**src/logic/cst_defs.vh**
```
// Purpose: Constants for the card setup timing and system wiring registers.
// Assumes: Included by the register block and its bench, by bare name.
// Notes:   Offsets are register indexes, not byte addresses.
//
// How it works
// - Strobe waits S = weight*count+1 clocks.
// - Prescale codes give weights 1,16,256,4096.
// - Bits 5-0 are multiplier 0 to 63.
// - Applies to all four strobes, internal clock.
// - Two setup registers, indexes 3Ah and 3Dh.
// - Timing writes act at once; change when idle.
// - I/O window control bits 3/7 pick set.
// - External data bits 3-0 show sense pins.
// - Byte C bits 52/51 video wiring, reset 0.
// - Byte C bit 50 speaker flag, reset 1.
// - Byte C bit 48 indicator flag, reset 0.
// - Byte D bit 62 external clock flag.
// - Byte B bit 40 is 3.3 V flag.
`ifndef CST_DEFS_VH
`define CST_DEFS_VH

// Ordinary index space.
`define CST_IDX_IO_WIN_CTRL  8'h07
`define CST_IDX_EXT_INDEX    8'h2e
`define CST_IDX_EXT_DATA     8'h2f
`define CST_IDX_SETUP_SET0   8'h3a
`define CST_IDX_SETUP_SET1   8'h3d

// Extended index space.
`define CST_XIDX_VSENSE      8'h0a
`define CST_XIDX_BYTE_B      8'h39
`define CST_XIDX_BYTE_C      8'h3a
`define CST_XIDX_BYTE_D      8'h3b

// Reset values.
`define CST_RST_SETUP        8'h01
`define CST_RST_BYTE_B       8'h53
`define CST_RST_BYTE_C       8'h04
`define CST_RST_BYTE_D       8'h00
`define CST_RST_IO_WIN_CTRL  8'h00

// Field positions.
`define CST_PRESC_HI         7
`define CST_PRESC_LO         6
`define CST_MULT_HI          5
`define CST_MULT_LO          0
`define CST_WIN0_SET_BIT     3
`define CST_WIN1_SET_BIT     7
`define CST_C_VIDEO_B_BIT    4
`define CST_C_VIDEO_A_BIT    3
`define CST_C_SPEAKER_BIT    2
`define CST_C_PER_SKT_BIT    1
`define CST_C_INDICATOR_BIT  0
`define CST_D_EXT_CLK_BIT    6
`define CST_D_LOCK_BIT       1
`define CST_D_CLKRUN_BIT     0
`define CST_B_V33_BIT        0

// Access kinds, one strobe each.
`define CST_KIND_MEM_RD      2'h0
`define CST_KIND_MEM_WR      2'h1
`define CST_KIND_IO_RD       2'h2
`define CST_KIND_IO_WR       2'h3

`endif

```
**src/logic/cst_regs.v**
```verilog
// Purpose: Setup timing generator and chip wiring registers.
// Assumes: Single clock; host index port and access requests synchronous.
// Notes:   Command width and recovery are timed elsewhere; acc_end_i ends
//          the strobe.
`timescale 1ns/1ns
`include "cst_defs.vh"

module cst_regs #(
   parameter CNT_W = 18
) (
   // Clock and reset.
   input  wire             mclk_i,
   input  wire             rst_b_i,
   // Host indexed register port.
   input  wire             reg_wr_i,
   input  wire             reg_rd_i,
   input  wire [7:0]       reg_idx_i,
   input  wire [7:0]       reg_wdata_i,
   output reg  [7:0]       reg_rdata_o,
   // Voltage-sense pins.
   input  wire             vs_a_voltage_sense_one_i,
   input  wire             vs_a_voltage_sense_two_i,
   input  wire             vs_b_voltage_sense_one_i,
   input  wire             vs_b_voltage_sense_two_i,
   // Card access request.
   input  wire             acc_start_i,
   input  wire [1:0]       acc_kind_i,
   input  wire             acc_io_win_i,
   input  wire             acc_mem_set_i,
   input  wire             acc_end_i,
   // Card command strobes and status.
   output reg  [3:0]       cmd_strobe_o,
   output reg              acc_busy_o,
   // Wiring flags for the rest of the chip.
   output wire             video_port_a_wired_flag_o,
   output wire             video_port_b_wired_flag_o,
   output wire             speaker_wired_flag_o,
   output wire             status_indicator_wired_flag_o,
   output wire             ext_clock_wired_flag_o,
   output wire             supply_3v3_flag_o
);

   localparam [1:0] ST_IDLE  = 2'h0;
   localparam [1:0] ST_SETUP = 2'h1;
   localparam [1:0] ST_CMD   = 2'h2;

   reg [7:0]       setup0_ff;
   reg [7:0]       setup1_ff;
   reg [7:0]       io_win_ctrl_ff;
   reg [7:0]       ext_index_ff;
   reg [7:0]       byte_b_ff;
   reg [7:0]       byte_c_ff;
   reg [7:0]       byte_d_ff;
   reg [3:0]       ext_rsvd_ff;
   reg [1:0]       state_ff;
   reg [1:0]       nxt_state;
   reg [CNT_W-1:0] cnt_ff;
   reg [CNT_W-1:0] nxt_cnt;
   reg [1:0]       kind_ff;
   reg [3:0]       nxt_strobe;
   reg             use_set1;
   reg [7:0]       nxt_rdata;
   wire [3:0]      vsense;

   ////////////////////////////////////////////////////////////////////////
   // Setup length S from one timing byte. The widest case, 4096 * 63 + 1,
   // still fits the 18-bit counter.
   function [CNT_W-1:0] setup_len;
      input [7:0] tb;
      reg [CNT_W-1:0] mult;
      begin
         mult = {{(CNT_W-6){1'b0}}, tb[`CST_MULT_HI:`CST_MULT_LO]};
         case (tb[`CST_PRESC_HI:`CST_PRESC_LO])
            2'h0:    setup_len = mult;
            2'h1:    setup_len = mult << 4;
            2'h2:    setup_len = mult << 8;
            default: setup_len = mult << 12;
         endcase
         setup_len = setup_len + {{(CNT_W-1){1'b0}}, 1'b1};
      end
   endfunction

   // Bit 0/1 socket A sense one/two, bits 2/3 socket B, live levels.
   assign vsense = {vs_b_voltage_sense_two_i, vs_b_voltage_sense_one_i,
                    vs_a_voltage_sense_two_i, vs_a_voltage_sense_one_i};

   ////////////////////////////////////////////////////////////////////////
   // Register writes. Timing bytes change the next access at once, so
   // software should only touch them while no card access is pending.
   always @(posedge mclk_i or negedge rst_b_i) begin
      if (!rst_b_i) begin
         setup0_ff      <= `CST_RST_SETUP;
         setup1_ff      <= `CST_RST_SETUP;
         io_win_ctrl_ff <= `CST_RST_IO_WIN_CTRL;
         ext_index_ff   <= 8'h00;
         byte_b_ff      <= `CST_RST_BYTE_B;
         byte_c_ff      <= `CST_RST_BYTE_C;
         byte_d_ff      <= `CST_RST_BYTE_D;
         ext_rsvd_ff    <= 4'h0;
      end else if (reg_wr_i) begin
         case (reg_idx_i)
            `CST_IDX_SETUP_SET0:  setup0_ff      <= reg_wdata_i;
            `CST_IDX_SETUP_SET1:  setup1_ff      <= reg_wdata_i;
            `CST_IDX_IO_WIN_CTRL: io_win_ctrl_ff <= reg_wdata_i;
            `CST_IDX_EXT_INDEX:   ext_index_ff   <= reg_wdata_i;
            `CST_IDX_EXT_DATA: begin
               case (ext_index_ff)
                  `CST_XIDX_BYTE_B: byte_b_ff <= reg_wdata_i;
                  `CST_XIDX_BYTE_C: byte_c_ff <= reg_wdata_i;
                  `CST_XIDX_BYTE_D: byte_d_ff <= reg_wdata_i;
                  `CST_XIDX_VSENSE: ext_rsvd_ff <= reg_wdata_i[7:4];
                  default: ;
               endcase
            end
            default: ;
         endcase
      end
   end

   ////////////////////////////////////////////////////////////////////////
   // Read mux; unmapped indexes read zero. Sense bits ignore writes.
   always @* begin
      nxt_rdata = 8'h00;
      case (reg_idx_i)
         `CST_IDX_SETUP_SET0:  nxt_rdata = setup0_ff;
         `CST_IDX_SETUP_SET1:  nxt_rdata = setup1_ff;
         `CST_IDX_IO_WIN_CTRL: nxt_rdata = io_win_ctrl_ff;
         `CST_IDX_EXT_INDEX:   nxt_rdata = ext_index_ff;
         `CST_IDX_EXT_DATA: begin
            case (ext_index_ff)
               `CST_XIDX_BYTE_B: nxt_rdata = byte_b_ff;
               `CST_XIDX_BYTE_C: nxt_rdata = byte_c_ff;
               `CST_XIDX_BYTE_D: nxt_rdata = byte_d_ff;
               `CST_XIDX_VSENSE: nxt_rdata = {ext_rsvd_ff, vsense};
               default:          nxt_rdata = 8'h00;
            endcase
         end
         default: nxt_rdata = 8'h00;
      endcase
   end

   // Read data is registered: valid the cycle after reg_rd_i.
   always @(posedge mclk_i or negedge rst_b_i) begin
      if (!rst_b_i)
         reg_rdata_o <= 8'h00;
      else if (reg_rd_i)
         reg_rdata_o <= nxt_rdata;
   end

   ////////////////////////////////////////////////////////////////////////
   // Timer set choice: I/O accesses follow the window control bits, memory
   // accesses take the set named by the window logic outside.
   always @* begin
      if (acc_kind_i == `CST_KIND_IO_RD || acc_kind_i == `CST_KIND_IO_WR)
         use_set1 = acc_io_win_i ?
                    io_win_ctrl_ff[`CST_WIN1_SET_BIT] :
                    io_win_ctrl_ff[`CST_WIN0_SET_BIT];
      else
         use_set1 = acc_mem_set_i;
   end

   ////////////////////////////////////////////////////////////////////////
   // Access sequencer: load S on start, count down, then raise the strobe
   // for the requested kind until the access is ended.
   always @* begin
      nxt_state  = state_ff;
      nxt_cnt    = cnt_ff;
      nxt_strobe = 4'h0;
      case (state_ff)
         ST_IDLE: begin
            if (acc_start_i) begin
               nxt_cnt   = use_set1 ? setup_len(setup1_ff)
                                    : setup_len(setup0_ff);
               nxt_state = ST_SETUP;
            end
         end
         ST_SETUP: begin
            nxt_cnt = cnt_ff - {{(CNT_W-1){1'b0}}, 1'b1};
            if (cnt_ff == {{(CNT_W-1){1'b0}}, 1'b1}) begin
               nxt_state = ST_CMD;
               nxt_strobe = 4'h1 << kind_ff;
            end
         end
         ST_CMD: begin
            if (acc_end_i)
               nxt_state = ST_IDLE;
            else
               nxt_strobe = 4'h1 << kind_ff;
         end
         default: nxt_state = ST_IDLE;
      endcase
   end

   always @(posedge mclk_i or negedge rst_b_i) begin
      if (!rst_b_i) begin
         state_ff     <= ST_IDLE;
         cnt_ff       <= {CNT_W{1'b0}};
         kind_ff      <= 2'h0;
         cmd_strobe_o <= 4'h0;
         acc_busy_o   <= 1'b0;
      end else begin
         state_ff     <= nxt_state;
         cnt_ff       <= nxt_cnt;
         cmd_strobe_o <= nxt_strobe;
         acc_busy_o   <= (nxt_state != ST_IDLE);
         if (state_ff == ST_IDLE && acc_start_i)
            kind_ff <= acc_kind_i;
      end
   end

   ////////////////////////////////////////////////////////////////////////
   // Wiring flags are plain views of the stored bytes.
   assign video_port_a_wired_flag_o     = byte_c_ff[`CST_C_VIDEO_A_BIT];
   assign video_port_b_wired_flag_o     = byte_c_ff[`CST_C_VIDEO_B_BIT];
   assign speaker_wired_flag_o          = byte_c_ff[`CST_C_SPEAKER_BIT];
   assign status_indicator_wired_flag_o = byte_c_ff[`CST_C_INDICATOR_BIT];
   assign ext_clock_wired_flag_o        = byte_d_ff[`CST_D_EXT_CLK_BIT];
   assign supply_3v3_flag_o             = byte_b_ff[`CST_B_V33_BIT];

endmodule // cst_regs

```
**config.mk**
```make
export PLATFORM = sky130hd
export DESIGN_NAME = cst_regs
export DESIGN_NICKNAME = d
export VERILOG_FILES = /design/src/logic/cst_regs.v
export VERILOG_INCLUDE_DIRS = /design/src /design/src/logic
export SDC_FILE = /design/constraint.sdc
export NUM_CORES = 1
export LEC_CHECK = 0
export BUFFER_PORTS_ARGS = -buffer_cell sky130_fd_sc_hd__buf_2
export CELL_PAD_IN_SITES_DETAIL_PLACEMENT = 1
export CELL_PAD_IN_SITES_GLOBAL_PLACEMENT = 2
export CORE_MARGIN = 8
export CORE_UTILIZATION = 43
export DETAILED_ROUTE_END_ITERATION = 6
export PLACE_DENSITY = 0.82
export SLEW_MARGIN = 20
export SYNTH_ARGS = -nofsm -noshare
export SYNTH_HDL_FRONTEND = slang
export SYNTH_SLANG_ARGS = --single-unit
```
**constraint.sdc**
```tcl
create_clock -name mclk_i -period 4.1 [get_ports mclk_i]
set_clock_uncertainty 0.1 [all_clocks]
set_input_delay 1.23 -clock mclk_i [delete_from_list [all_inputs] [get_ports mclk_i]]
set_output_delay 1.23 -clock mclk_i [all_outputs]
set_load 0.03 [all_outputs]
```
== Word-level counts from Yosys, hierarchy flattened ==
Cells that the tools add are included.

* Reduce and logical (&&, ||, !) cells: 16
* Shift operators: 1
* Muxes and demuxes: 20
* Equal/unequal tests: 19
* Add/sub/neg operators: 3

{| class="wikitable"
|+ Operator list
! operator !! number
|-
| 18-bit 2-to-1 mux || 6
|-
| 18-bit one-hot mux with 3 select lines || 2
|-
| 8-bit by 6-bit == test with 1-bit output, second input constant || 7
|-
| 8-bit one-hot mux with 5 select lines || 1
|-
| 18-bit by 1-bit adder with 18-bit output, second input constant || 2
|-
| 18-bit one-hot mux with 2 select lines || 1
|-
| 8-bit one-hot mux with 4 select lines || 1
|-
| 18-bit by 1-bit == test with 1-bit output, second input constant || 1
|-
| 18-bit by 1-bit subtractor with 18-bit output, second input constant || 1
|-
| 3-bit AND reduction || 4
|-
| 2-bit == test, second input constant || 5
|-
| 2-bit AND reduction || 5
|-
| 8-bit by 3-bit == test with 1-bit output, second input constant || 1
|-
| 8-bit by 4-bit == test with 1-bit output, second input constant || 1
|-
| 4-bit 2-to-1 mux || 2
|-
| 4-bit one-hot mux with 2 select lines || 1
|-
| 2-bit by 1-bit == test with 1-bit output, second input constant || 3
|-
| 2-bit zero test || 3
|-
| 2-bit 2-to-1 mux || 3
|-
| 2-bit one-hot mux with 3 select lines || 1
|-
| 2-bit nonzero test || 2
|-
| 1-bit by 2-bit left shift with 4-bit output, first input constant || 1
|-
| 1-bit 2-to-1 mux || 2
|-
| 2-bit inequality test, second input constant || 1
|-
| 2 further kinds || 2
|}

* Register bits after elaboration: 95
* Output and inout port bits: 19
* Bits of input ports: 30
* Logic and storage cells: 73

== Depth between registers and ports, before layout ==
Gate-level depths: netlist of run 1.

* Word-level depth: 8
* Depth in mapped cells: 10
* Mapped depth without buffers: 9

== Worst setup path after synthesis of run 1 ==
Ideal clock, no wire load.

* Path kind: input to register
* Start point: in acc_io_win_i
* End point: reg cnt_ff[4]
* Path slack: 965 ps
* Data arrival time: 2909 ps
* Buffers on the path: 1
* Library setup time: 126 ps
* Stages on the path: 10
* Path through: mux2i_1 a21o_1 clkbuf_1 nand2_1 nand2_1 ha_1 nand2_1 mux2i_1 xnor2_1 a221o_1

* Cells in the longest elaborated chain, start to end: 5

{| class="wikitable"
|+ RTL lines
! what !! line !! text
|-
| from (decl) || cst_regs.v:28 || <nowiki>input wire acc_io_win_i,</nowiki>
|-
| 1-bit 2-to-1 mux || cst_regs.v:155 || <nowiki>use_set1 = acc_io_win_i ?</nowiki>
|-
| 1-bit 2-to-1 mux || cst_regs.v:154 || <nowiki>if (acc_kind_i == `CST_KIND_IO_RD || acc_kind_i == `CST_KIND_IO_WR)</nowiki>
|-
| 18-bit 2-to-1 mux || cst_regs.v:172 || <nowiki>nxt_cnt = use_set1 ? setup_len(setup1_ff)</nowiki>
|-
| 18-bit 2-to-1 mux || cst_regs.v:171 || <nowiki>if (acc_start_i) begin</nowiki>
|-
| 18-bit one-hot mux with 2 select lines || cst_regs.v:169 || <nowiki>case (state_ff)</nowiki>
|-
| to (signal assigned) || cst_regs.v:197 || <nowiki>cnt_ff <= {CNT_W{1'b0}};</nowiki>
|-
| to (signal assigned) || cst_regs.v:203 || <nowiki>cnt_ff <= nxt_cnt;</nowiki>
|-
| to (decl) || cst_regs.v:57 || <nowiki>reg [CNT_W-1:0] cnt_ff;</nowiki>
|}

Every way passes these cells. The select of a mux whose other input is x is not followed.
A chain may end at the register's enable or synchronous reset.

== Final worst setup path of run 1 ==
* Start point: in reg_idx_i[0]
* End point: reg setup1_ff[3]

* Cells in the longest elaborated chain, start to end: 2

{| class="wikitable"
|+ RTL lines
! what !! line !! text
|-
| from (decl) || cst_regs.v:17 || <nowiki>input wire [7:0] reg_idx_i,</nowiki>
|-
| 8-bit by 6-bit == test with 1-bit output || cst_regs.v:101 || <nowiki>case (reg_idx_i)</nowiki>
|-
| 2-bit AND reduction (no source line) || - ||
|-
| to (signal assigned) || cst_regs.v:93 || <nowiki>setup1_ff <= `CST_RST_SETUP;</nowiki>
|-
| to (signal assigned) || cst_regs.v:103 || <nowiki>`CST_IDX_SETUP_SET1: setup1_ff <= reg_wdata_i;</nowiki>
|-
| to (decl) || cst_regs.v:48 || <nowiki>reg [7:0] setup1_ff;</nowiki>
|}

Every way passes these cells.

==> metrics.txt, run 1 <==
status complete, no violations; Fillers 1,410; Final setup violation count 0; HP Class reg2reg; Clock Root Buffer clkbuf_16; Die Y-Extent 129 µm; Detailed Place HPWL 11.7 mm; Seq/Total Area, Yosys 0.435; Vias between 4k and 5k; Pre-antenna DRT Iters 5; Design Power 2.90 mW; Nets 585; synth top area cells dfrtp_1 40%, mux2_1 13%, dfstp_2 3.4%; routed len/inst 22.4 µm; Lkg Pwr 2.83 nW; Synthesis Warnings 0; pin count of the biggest net entering global routing 87; clock sinks 95; hold slack about 0.39 ns; total grt overflow 0; Setup crit end kind register; Mapped Nets 543; Most used DFF post-synth dfrtp_1; Post-synth ARST share 1.00; vias in the first global route 4,683; routability cong. slightly above 0.8; cts hold-fix bufs 0; Worst Path Required 4.23 ns; Placement Cell Area 0.00588 mm²; TritonCTS clock tree done; final hold viol count 0; Peak supply drop 245 µV; Total Neg Setup Slack 0 ns; Tightest Pin Transition ~0.84 ns; gr usage total 0.204; fin crit share 0.724; Area Growth Syn to Fin 13.7%; Core Rows 41; layout cell share with drive strength beyond 1 0.193; RSZ-0062 raised after global routing no; max frequency 337 MHz; Starting Density 0.438; TritonCTS Buffers 9; 1st-iter DRT viols 298; Antenna Cells 0; Post-CTS Setup Bufs 0; Clock transition at path regs 0.07 ns; io pins 49; CTS max path bufs 2; port bufs 48; die area 0.0166 mm²; min Tclk post-route 2.97 ns; Post-synth EDFFs 0; worst-path maximum fanout 9; Gate Count Post-Synth 506; initial antenna violation count 0; DRC 0; worst skew pair latency 0.35 ns; crit path kind in2reg; Final Max Tran Viols 0; Post-DRT Antenna Nets 0; WL final 16.2 mm; post-synth top area cell dfrtp_1; Startpoint Class primary input; chip width 129 µm; crit path DAT 3.10 ns; syn avg cell area roughly 11 µm²; Power per Cell Area 465 mW/mm²; Yosys reg bits 95; floorplan core area 0.0125 mm²; fin area ~0.0062 mm²; count of cell types in the netlist 77; DR vias/cell approximately 6.2; PostCTS Resize Cnt 0; mapped cell area 0.00548 mm²; Max-cap violations 0; Yosys top cell area share 0.402; Layout Utilization 0.498; CTS H-tree lvls 3; slew margin rel. 0.424; first-pass GRT wire length 26.2 mm
placed cells by master, fill, tap and decap left out, types with 11 or more instances in the layout:
master,synthesis,final
a21oi_1,16,16
a22o_1,15,15
buf_2,3,47
dfrtp_1,88,88
mux2_1,61,61
mux2_2,11,11
nand2_1,38,38
nand3_1,14,14
nand4_1,11,11
nor2_1,17,17
nor3_1,11,11
critical path, cell delays in order:
cell,delay [ns]
buf_2,0.19
nand4_1,0.38
nor4_1,0.53
nand2_1,0.36
mux2_1,0.41
metal layers:
metal	track usage	vias up	part of all wire
met4	0.0739	0	0.020
li1	-	2025	-
met5	0	-	0
met2	0.313	117	0.47
met1	0.282	2329	0.47
met3	0.0343	28	0.041
power breakdown:
group | switching, mW | internal [mW]
clock network | 0.399 | 0.562
registers | 0.118 | 1.04
logic | 0.495 | 0.282
synth_stat cells (3+ instances only):
cell,instances
dfrtp_1,88
mux2_1,61
nand2_1,38
nor2_1,17
a21oi_1,16
a22o_1,15
clkbuf_1,15
nand3_1,14
mux2_2,11
nand4_1,11
nor3_1,11
a22oi_1,10
inv_1,10
mux2i_1,9
o21ai_1,9
and3_1,8
nor2b_1,8
nor4_1,8
dfstp_2,7
ha_1,7
nor3b_1,7
nand2b_1,6
o211ai_1,6
a21o_1,5
a221oi_1,5
o21ai_0,5
or3_1,5
a222oi_1,4
a31oi_1,4
o21bai_1,4
o2bb2ai_1,4
a41o_1,3
buf_1,3
buf_2,3
nor4_4,3
nor4bb_1,3
o211a_1,3
o21a_1,3
o22ai_1,3
or4_1,3
xnor2_1,3
registers in the layout, indices dropped and copies added (netlist names):
name / cells
cnt_ff: 18
byte_b_ff: 8
byte_c_ff: 8
byte_d_ff: 8
ext_index_ff: 8
io_win_ctrl_ff: 8
reg_rdata_o: 8
setup0_ff: 8
setup1_ff: 8
cmd_strobe_o: 4
ext_rsvd_ff: 4
kind_ff: 2
state_ff: 2
acc_busy_o: 1
stage by stage:
step	setup WS, ns	instances
final	1.13	725
after global routing	0.928	725
after CTS	1.13	725
after detailed placement	0.801	709
after global placement	0.880	709
after floorplan	0.965	506
logic make-up (layout without fill, tap and decap cells):
family / after synthesis / in the layout / share of synthesized area
AND/OR/NAND/NOR: 163 / 163 / 0.185
AO/OA/AOI/OAI: 119 / 119 / 0.164
flip-flops: 95 / 95 / 0.435
multiplexers: 81 / 81 / 0.164
buffers and inverters: 37 / 84 / 0.0290
adder cells (fa/ha/maj): 7 / 7 / 0.0160
XOR/XNOR: 4 / 4 / 0.00640
worst paths after layout:
check,endpoint,slack (ns),cells after the start,start
max in group asynchronous,kind_ff[1],2.37,2,rst_b_i
setup reg to reg,ext_rsvd_ff[3],1.53,4,ext_index_ff[2]
hold reg to reg,byte_c_ff[1],0.39,1,byte_c_ff[1]
hold / removal,byte_c_ff[1],0.39,1,byte_c_ff[1]
min in group asynchronous,cnt_ff[9],0.83,1,rst_b_i
setup / recovery,setup1_ff[3],1.13,5,reg_idx_i[0]
layout make-up:
type,instances,area (µm²),area share
Multi-Input combinational cell,374,2930,0.471
Inverter,12,45.0,0.00723
Timing Repair Buffer,56,307,0.0492
Clock buffer,10,239,0.0384
Sequential cell,95,2390,0.383
Clock inverter,6,104,0.0167
Tap cell,172,215,0.0345
No activity file was read; power rests on OpenSTA's default activity.
==> inputs of run 2 (changes only) <==
--- a/config.mk
+++ b/config.mk
@@ -10,9 +10,9 @@
 export CELL_PAD_IN_SITES_DETAIL_PLACEMENT = 1
 export CELL_PAD_IN_SITES_GLOBAL_PLACEMENT = 2
 export CORE_MARGIN = 8
-export CORE_UTILIZATION = 43
+export CORE_UTILIZATION = 36
 export DETAILED_ROUTE_END_ITERATION = 6
-export PLACE_DENSITY = 0.82
+export PLACE_DENSITY = 0.73
 export SLEW_MARGIN = 20
 export SYNTH_ARGS = -nofsm -noshare
 export SYNTH_HDL_FRONTEND = slang
==> constraint.sdc (replaced) <==
create_clock -name mclk_i -period 2.5 [get_ports mclk_i]
set_clock_uncertainty 0.1 [all_clocks]
set_input_delay 0.75 -clock mclk_i [delete_from_list [all_inputs] [get_ports mclk_i]]
set_output_delay 0.75 -clock mclk_i [all_outputs]
set_load 0.03 [all_outputs]
==> run 2 against run 1 <==
Via count up 1.7%. Global-route usage down 2.4 points. Die area up 17%. Largest power group unchanged.
==> metrics.txt, run 2 (synthesized netlist as in run 1, its figures left out) <==
1st-iter DRT viols 322 (was 298); DR vias/cell 5.94 (was 6.21); Layout Utilization 0.433 (was 0.498); layout cell share with drive strength beyond 1 0.244 (was 0.193); Biggest register cnt_ff (unchanged); Detailed Place HPWL 12.9 mm (was 11.7 mm); crit path DAT 2.59 ns (was 3.10 ns); first-pass GRT wire length 27.5 mm (was 26.2 mm); Crit path largest cell delay 0.35 ns (was 0.53 ns); Worst Path Required 2.64 ns (was 4.23 ns); Clock transition at path regs 0.08 ns (was 0.07 ns); DRC 0 (unchanged); CP max stage cell mux2i_1 (was nor4_1); Fillers 1,671 (was 1,410); routed len/inst 22.3 µm (was 22.4 µm); start point of the critical path acc_io_win_i (was reg_idx_i[0]); routability cong. 0.795 (was 0.827); pin count of the biggest net entering global routing 35 (was 87); Startpoint Class primary input (unchanged); DP Cell Count 755 (was 709); TritonCTS Buffers 9 (unchanged); multi-input logic area 0.00296 mm² (was 0.00293 mm²); Final Max Tran Viols 0 (unchanged); chip width 139 µm (was 129 µm); PostCTS Resize Cnt 0 (unchanged); Nets 615 (was 585); CP most frequent cell mux2i_1; max frequency 408 MHz; Pre-antenna DRT Iters 4 (was 5); Post-DRT Antenna Nets 0 (unchanged); status complete, no violations (unchanged); Reg-to-Reg Start ext_index_ff[2] (unchanged); commonest non-fill, non-tap cells in the layout 88 x dfrtp_1, 61 x mux2_1, 47 x buf_2 (unchanged); crit path kind in2reg (unchanged); RSZ-0062 raised after global routing no (unchanged); Starting Density 0.364 (was 0.438); Lkg Pwr 2.98 nW (was 2.83 nW); Antenna Cells 0 (unchanged); Vias 4,576 (was 4,499); fin crit share 0.981; floorplan core area 0.0150 mm² (was 0.0125 mm²); Seq. cell area 0.00239 mm² (unchanged); worst skew pair latency 0.36 ns (was 0.35 ns); Die Y-Extent 139 µm (was 129 µm); HP Class in2async (was reg2reg); CTS max path bufs 2 (unchanged); fin area 0.00651 mm² (was 0.00623 mm²); final hold viol count 0 (unchanged); Power per Cell Area 736 mW/mm² (was 465 mW/mm²); Final setup violation count 0 (unchanged); Core Rows 45 (was 41); hold slack 0.236 ns (was 0.387 ns); WL final 17.2 mm (was 16.2 mm); Post-CTS Setup Bufs 0 (unchanged); vias in the first global route 4,720 (was 4,683); Max-cap violations 0 (unchanged); min Tclk post-route around 2.5 ns; CP cell instances buf_2, mux2i_4, a21oi_2, mux2i_1, ha_2, nand2_1, mux2i_1, xnor2_1, a221o_1 (was buf_2, nand4_1, nor4_1, nand2_1, mux2_1); cts hold-fix bufs 0 (unchanged); Design Power 4.79 mW (was 2.90 mW); Layout Cells excl Fill 771 (was 725); Clock Root Buffer clkbuf_16 (unchanged); slew margin rel. 0.582 (was 0.424); die area 0.0194 mm² (was 0.0166 mm²); TritonCTS clock tree done (unchanged); Tightest Pin Transition 0.619 ns (was 0.840 ns); worst-path maximum fanout 4 (was 9); total grt overflow 0 (unchanged); initial antenna violation count 0 (unchanged); port bufs 48 (unchanged); io pins 49 (unchanged); CTS H-tree lvls 3 (unchanged); Area Growth Syn to Fin 18.8% (was 13.7%); Placement Cell Area 0.00617 mm² (was 0.00588 mm²); leading cell type in the layout, fill and taps excluded dfrtp_1 (unchanged); clock sinks 95 (unchanged); max FFs per register 18 (unchanged); Peak supply drop 343 µV (was 245 µV); Setup crit end kind register (unchanged); gr usage total 0.180 (was 0.204)
run 2: stage by stage:
stage               TNS, ns  setup WS [ns]
floorplan                 0        0.00760
detailed placement    -2.40         -0.305
finish                    0         0.0487
global placement      -1.21         -0.115
global route              0        0.00639
CTS                       0         0.0196
run 2: worst max-delay path, delay by kind of cell:
kind | cells | cell delay, ns
AO/OA/AOI/OAI | 2 | 0.58
adder cells (fa/ha/maj) | 1 | 0.27
buffers and inverters | 1 | 0.12
multiplexers | 3 | 0.71
AND/OR/NAND/NOR | 1 | 0.05
XOR/XNOR | 1 | 0.10
run 2: where the power goes:
| group | switching [mW] | internal [mW] | total [mW] |
|---|---|---|---|
| Sequential | 0.186 | 1.71 | 1.89 |
| Clock | 0.701 | 0.811 | 1.51 |
| Combinational | 0.860 | 0.527 | 1.39 |
| Total | 1.75 | 3.04 | 4.79 |
run 2: cell type report:
| type | count | area share |
|---|---|---|
| repair buffers | 86 | 0.0850 |
| flip-flops and latches | 95 | 0.367 |
| multi-input cells | 374 | 0.455 |
| inverters | 12 | 0.00692 |
| clock buffers | 9 | 0.0346 |
| well taps | 188 | 0.0361 |
| clock inverters | 7 | 0.0158 |
run 2: path summary, 6_finish.rpt:
path / end / slack [ns] / depth (start not counted)
worst max-delay path: cnt_ff[4] / 0.05 / 9
worst min-delay path: cnt_ff[9] / 0.24 / 1
worst max register to register: reg_rdata_o[2] / 0.17 / 6
worst min register to register: byte_b_ff[7] / 0.39 / 1
max in group asynchronous: byte_b_ff[1] / 1.44 / 2
min in group mclk_i: byte_b_ff[7] / 0.39 / 1
run 2: routing by layer:
metal  track usage  routed length (µm)  part of all wire  up-vias
met5             0                   0                 0        -
met4        0.0595                 250             0.015        0
met3        0.0236                 698             0.041       17
met2         0.287                8220              0.48       94
met1         0.247                8050              0.47     2375
li1              -                   -                 -     2090
==> inputs of run 3 (changes only) <==
--- a/config.mk
+++ b/config.mk
@@ -12,7 +12,7 @@
 export CORE_MARGIN = 8
 export CORE_UTILIZATION = 36
 export DETAILED_ROUTE_END_ITERATION = 6
-export PLACE_DENSITY = 0.73
+export PLACE_DENSITY = 0.89
 export SLEW_MARGIN = 20
 export SYNTH_ARGS = -nofsm -noshare
 export SYNTH_HDL_FRONTEND = slang
==> run 3 against run 2 <==
Power decreased by 4.4%. Global-route usage decreased by 1.1 points. Register-to-register slack got worse by 0.05 ns. Sequential power about the same. Routed wire length decreased by 6.5%. Setup slack improved by 0.070 ns. Sequential share of layout area increased by 0.49 points. Sequential cell count unchanged. Die area unchanged. Core utilization decreased by 0.57 points. Design area decreased by 1.3%. Cell count decreased by 0.65%.
==> metrics.txt, run 3 (synthesized netlist as in run 1, its figures left out) <==
status complete, no violations (unchanged); floorplan core area 0.0150 mm² (unchanged); combinational power share 0.291 (was 0.290); multi-input logic area 0.00295 mm² (was 0.00296 mm²); Placement Setup Slack -0.147 ns (was -0.305 ns); reg-to-reg slack, setup 0.12 ns (was 0.17 ns); FF-to-FF End byte_b_ff[7] (was reg_rdata_o[2]); Layout Utilization 0.427 (was 0.433); Placement Cell Area 0.00613 mm² (was 0.00617 mm²); Starting Density 0.364 (unchanged); Final Max Tran Viols 0 (unchanged); clock share of power 0.296 (was 0.316); sw power 1.67 mW (was 1.75 mW); Peak supply drop 323 µV (was 343 µV); Area Growth Syn to Fin 17.2% (was 18.8%); Layout Cells excl Fill 766 (was 771); clock sinks 95 (unchanged); Max-cap violations 0 (unchanged); worst skew pair latency 0.35 ns (was 0.36 ns); TritonCTS Buffers 9 (unchanged); commonest non-fill, non-tap cells in the layout 88 x dfrtp_1, 61 x mux2_1, 47 x buf_2 (unchanged); Die Y-Extent 139 µm (unchanged); Clock Root Buffer clkbuf_16 (unchanged); Clock transition at path regs 0.07 ns (was 0.08 ns); port bufs 48 (unchanged); Core Rows 45 (unchanged); min Tclk post-route 2.38 ns (was 2.45 ns); CTS max path bufs 2 (unchanged); fin crit share 0.953 (was 0.981); DP Cell Count 750 (was 755); Pre-antenna DRT Iters 5 (was 4); Vias 4,516 (was 4,576); PostCTS Resize Cnt 0 (unchanged); CTS H-tree lvls 3 (unchanged); routed len/inst 21.0 µm (was 22.3 µm); Design Power 4.58 mW (was 4.79 mW); Total Neg Setup Slack 0 ns (unchanged); die area 0.0194 mm² (unchanged); Detailed Place HPWL 12.5 mm (was 12.9 mm); R2R depth 6 (unchanged); chip width 139 µm (unchanged); slew margin rel. 0.539 (was 0.582); Fillers 1,678 (was 1,671); P_int 2.91 mW (was 3.04 mW); 1st-iter DRT viols 300 (was 322); sequential cell fraction of total power 0.413 (was 0.395); io pins 49 (unchanged); Lkg Pwr 2.93 nW (was 2.98 nW); fin area 0.00642 mm² (was 0.00651 mm²); leading cell type in the layout, fill and taps excluded dfrtp_1 (unchanged); crit path kind reg2reg (was in2reg); Final setup violation count 0 (unchanged); PnR worst setup slack 0.119 ns (was 0.0487 ns); layout cell share with drive strength beyond 1 0.234 (was 0.244); HP Class in2async (unchanged); TritonCTS clock tree done (unchanged); switch share 0.364 (was 0.365); Tightest Pin Transition 0.690 ns (was 0.619 ns); DRC 0 (unchanged); max frequency 420 MHz (was 408 MHz); gr usage total 0.170 (was 0.180); vias in the first global route 4,961 (was 4,720); routability cong. 0.867 (was 0.795); max FFs per register 18 (unchanged); cts hold-fix bufs 0 (unchanged); Post-CTS Setup Bufs 0 (unchanged); first-pass GRT wire length 26.3 mm (was 27.5 mm); Setup crit end kind register (unchanged); worst-path maximum fanout 8 (was 4); Post-DRT Antenna Nets 0 (unchanged); DR vias/cell 5.90 (was 5.94); Antenna Cells 0 (unchanged); Worst Path Required 2.63 ns (was 2.64 ns); final hold viol count 0 (unchanged); WL final 16.1 mm (was 17.2 mm); hold slack 0.209 ns (was 0.236 ns); initial antenna violation count 1 (was 0); Biggest register cnt_ff (unchanged); RSZ-0062 raised after global routing no (unchanged); pin count of the biggest net entering global routing 45 (was 35); Nets 610 (was 615); Seq. cell area 0.00239 mm² (unchanged); Power per Cell Area 713 mW/mm² (was 736 mW/mm²); Startpoint Class register (was primary input); total grt overflow 0 (unchanged); crit path DAT 2.52 ns (was 2.59 ns); Reg-to-Reg Start ext_index_ff[2] (unchanged)
run 3: cell types whose count changed in the layout (fill, tap and decap cells not counted), moves of 2 or more:
cell,before,now
inv_8,2,0
clkinv_4,2,0
clkinvlp_4,0,2
inv_6,0,3
buf_4,37,32
run 3: worst max path at each step:
| stage | startpoint | end | cells past startpoint |
|---|---|---|---|
| 3_5_place_dp | acc_io_win_i | cnt_ff[4] | 9 |
| 5_1_grt | ext_index_ff[2] | byte_b_ff[3] | 6 |
| 2_1_floorplan | acc_io_win_i | cnt_ff[4] | 10 |
| 6_report | ext_index_ff[2] | byte_b_ff[7] | 6 |
| 4_1_cts | ext_index_ff[2] | byte_b_ff[7] | 6 |
| 3_3_place_gp | acc_io_win_i | cnt_ff[4] | 9 |
run 3: layer usage:
| layer | up-vias | track usage | routed length [µm] |
|---|---|---|---|
| met5 | - | 0 | 8 |
| met4 | 2 | 0.0884 | 576 |
| met3 | 39 | 0.0325 | 532 |
| met2 | 86 | 0.309 | 8420 |
| met1 | 2305 | 0.183 | 6550 |
| li1 | 2084 | - | - |
run 3: worst max-delay path, cell delays in order (launching register included):
cell and delay [ns]:
dfrtp_1 0.39, or4b_1 0.72, nor2_4 0.19, nand4_2 0.16, nor2b_1 0.15, buf_4 0.20, mux2_1 0.34
run 3: cell type report:
cell class,instances,share of cell area
Clock buffer,9,0.0351
Clock inverter,7,0.00974
Inverter,12,0.00701
Multi-Input combinational cell,374,0.460
Sequential cell,95,0.372
Tap cell,188,0.0366
Timing Repair Buffer,81,0.0803
run 3: power by group through the flow:
stage / combinational (mW) / clock [mW] / sequential, mW
final: 1.33 / 1.35 / 1.89
after global routing: 1.48 / 1.44 / 1.92
after global placement: 1.27 / 0 / 1.90
after floorplan: 0.912 / 0 / 1.87
after detailed placement: 1.32 / 0 / 1.92
after CTS: 1.33 / 1.39 / 1.89
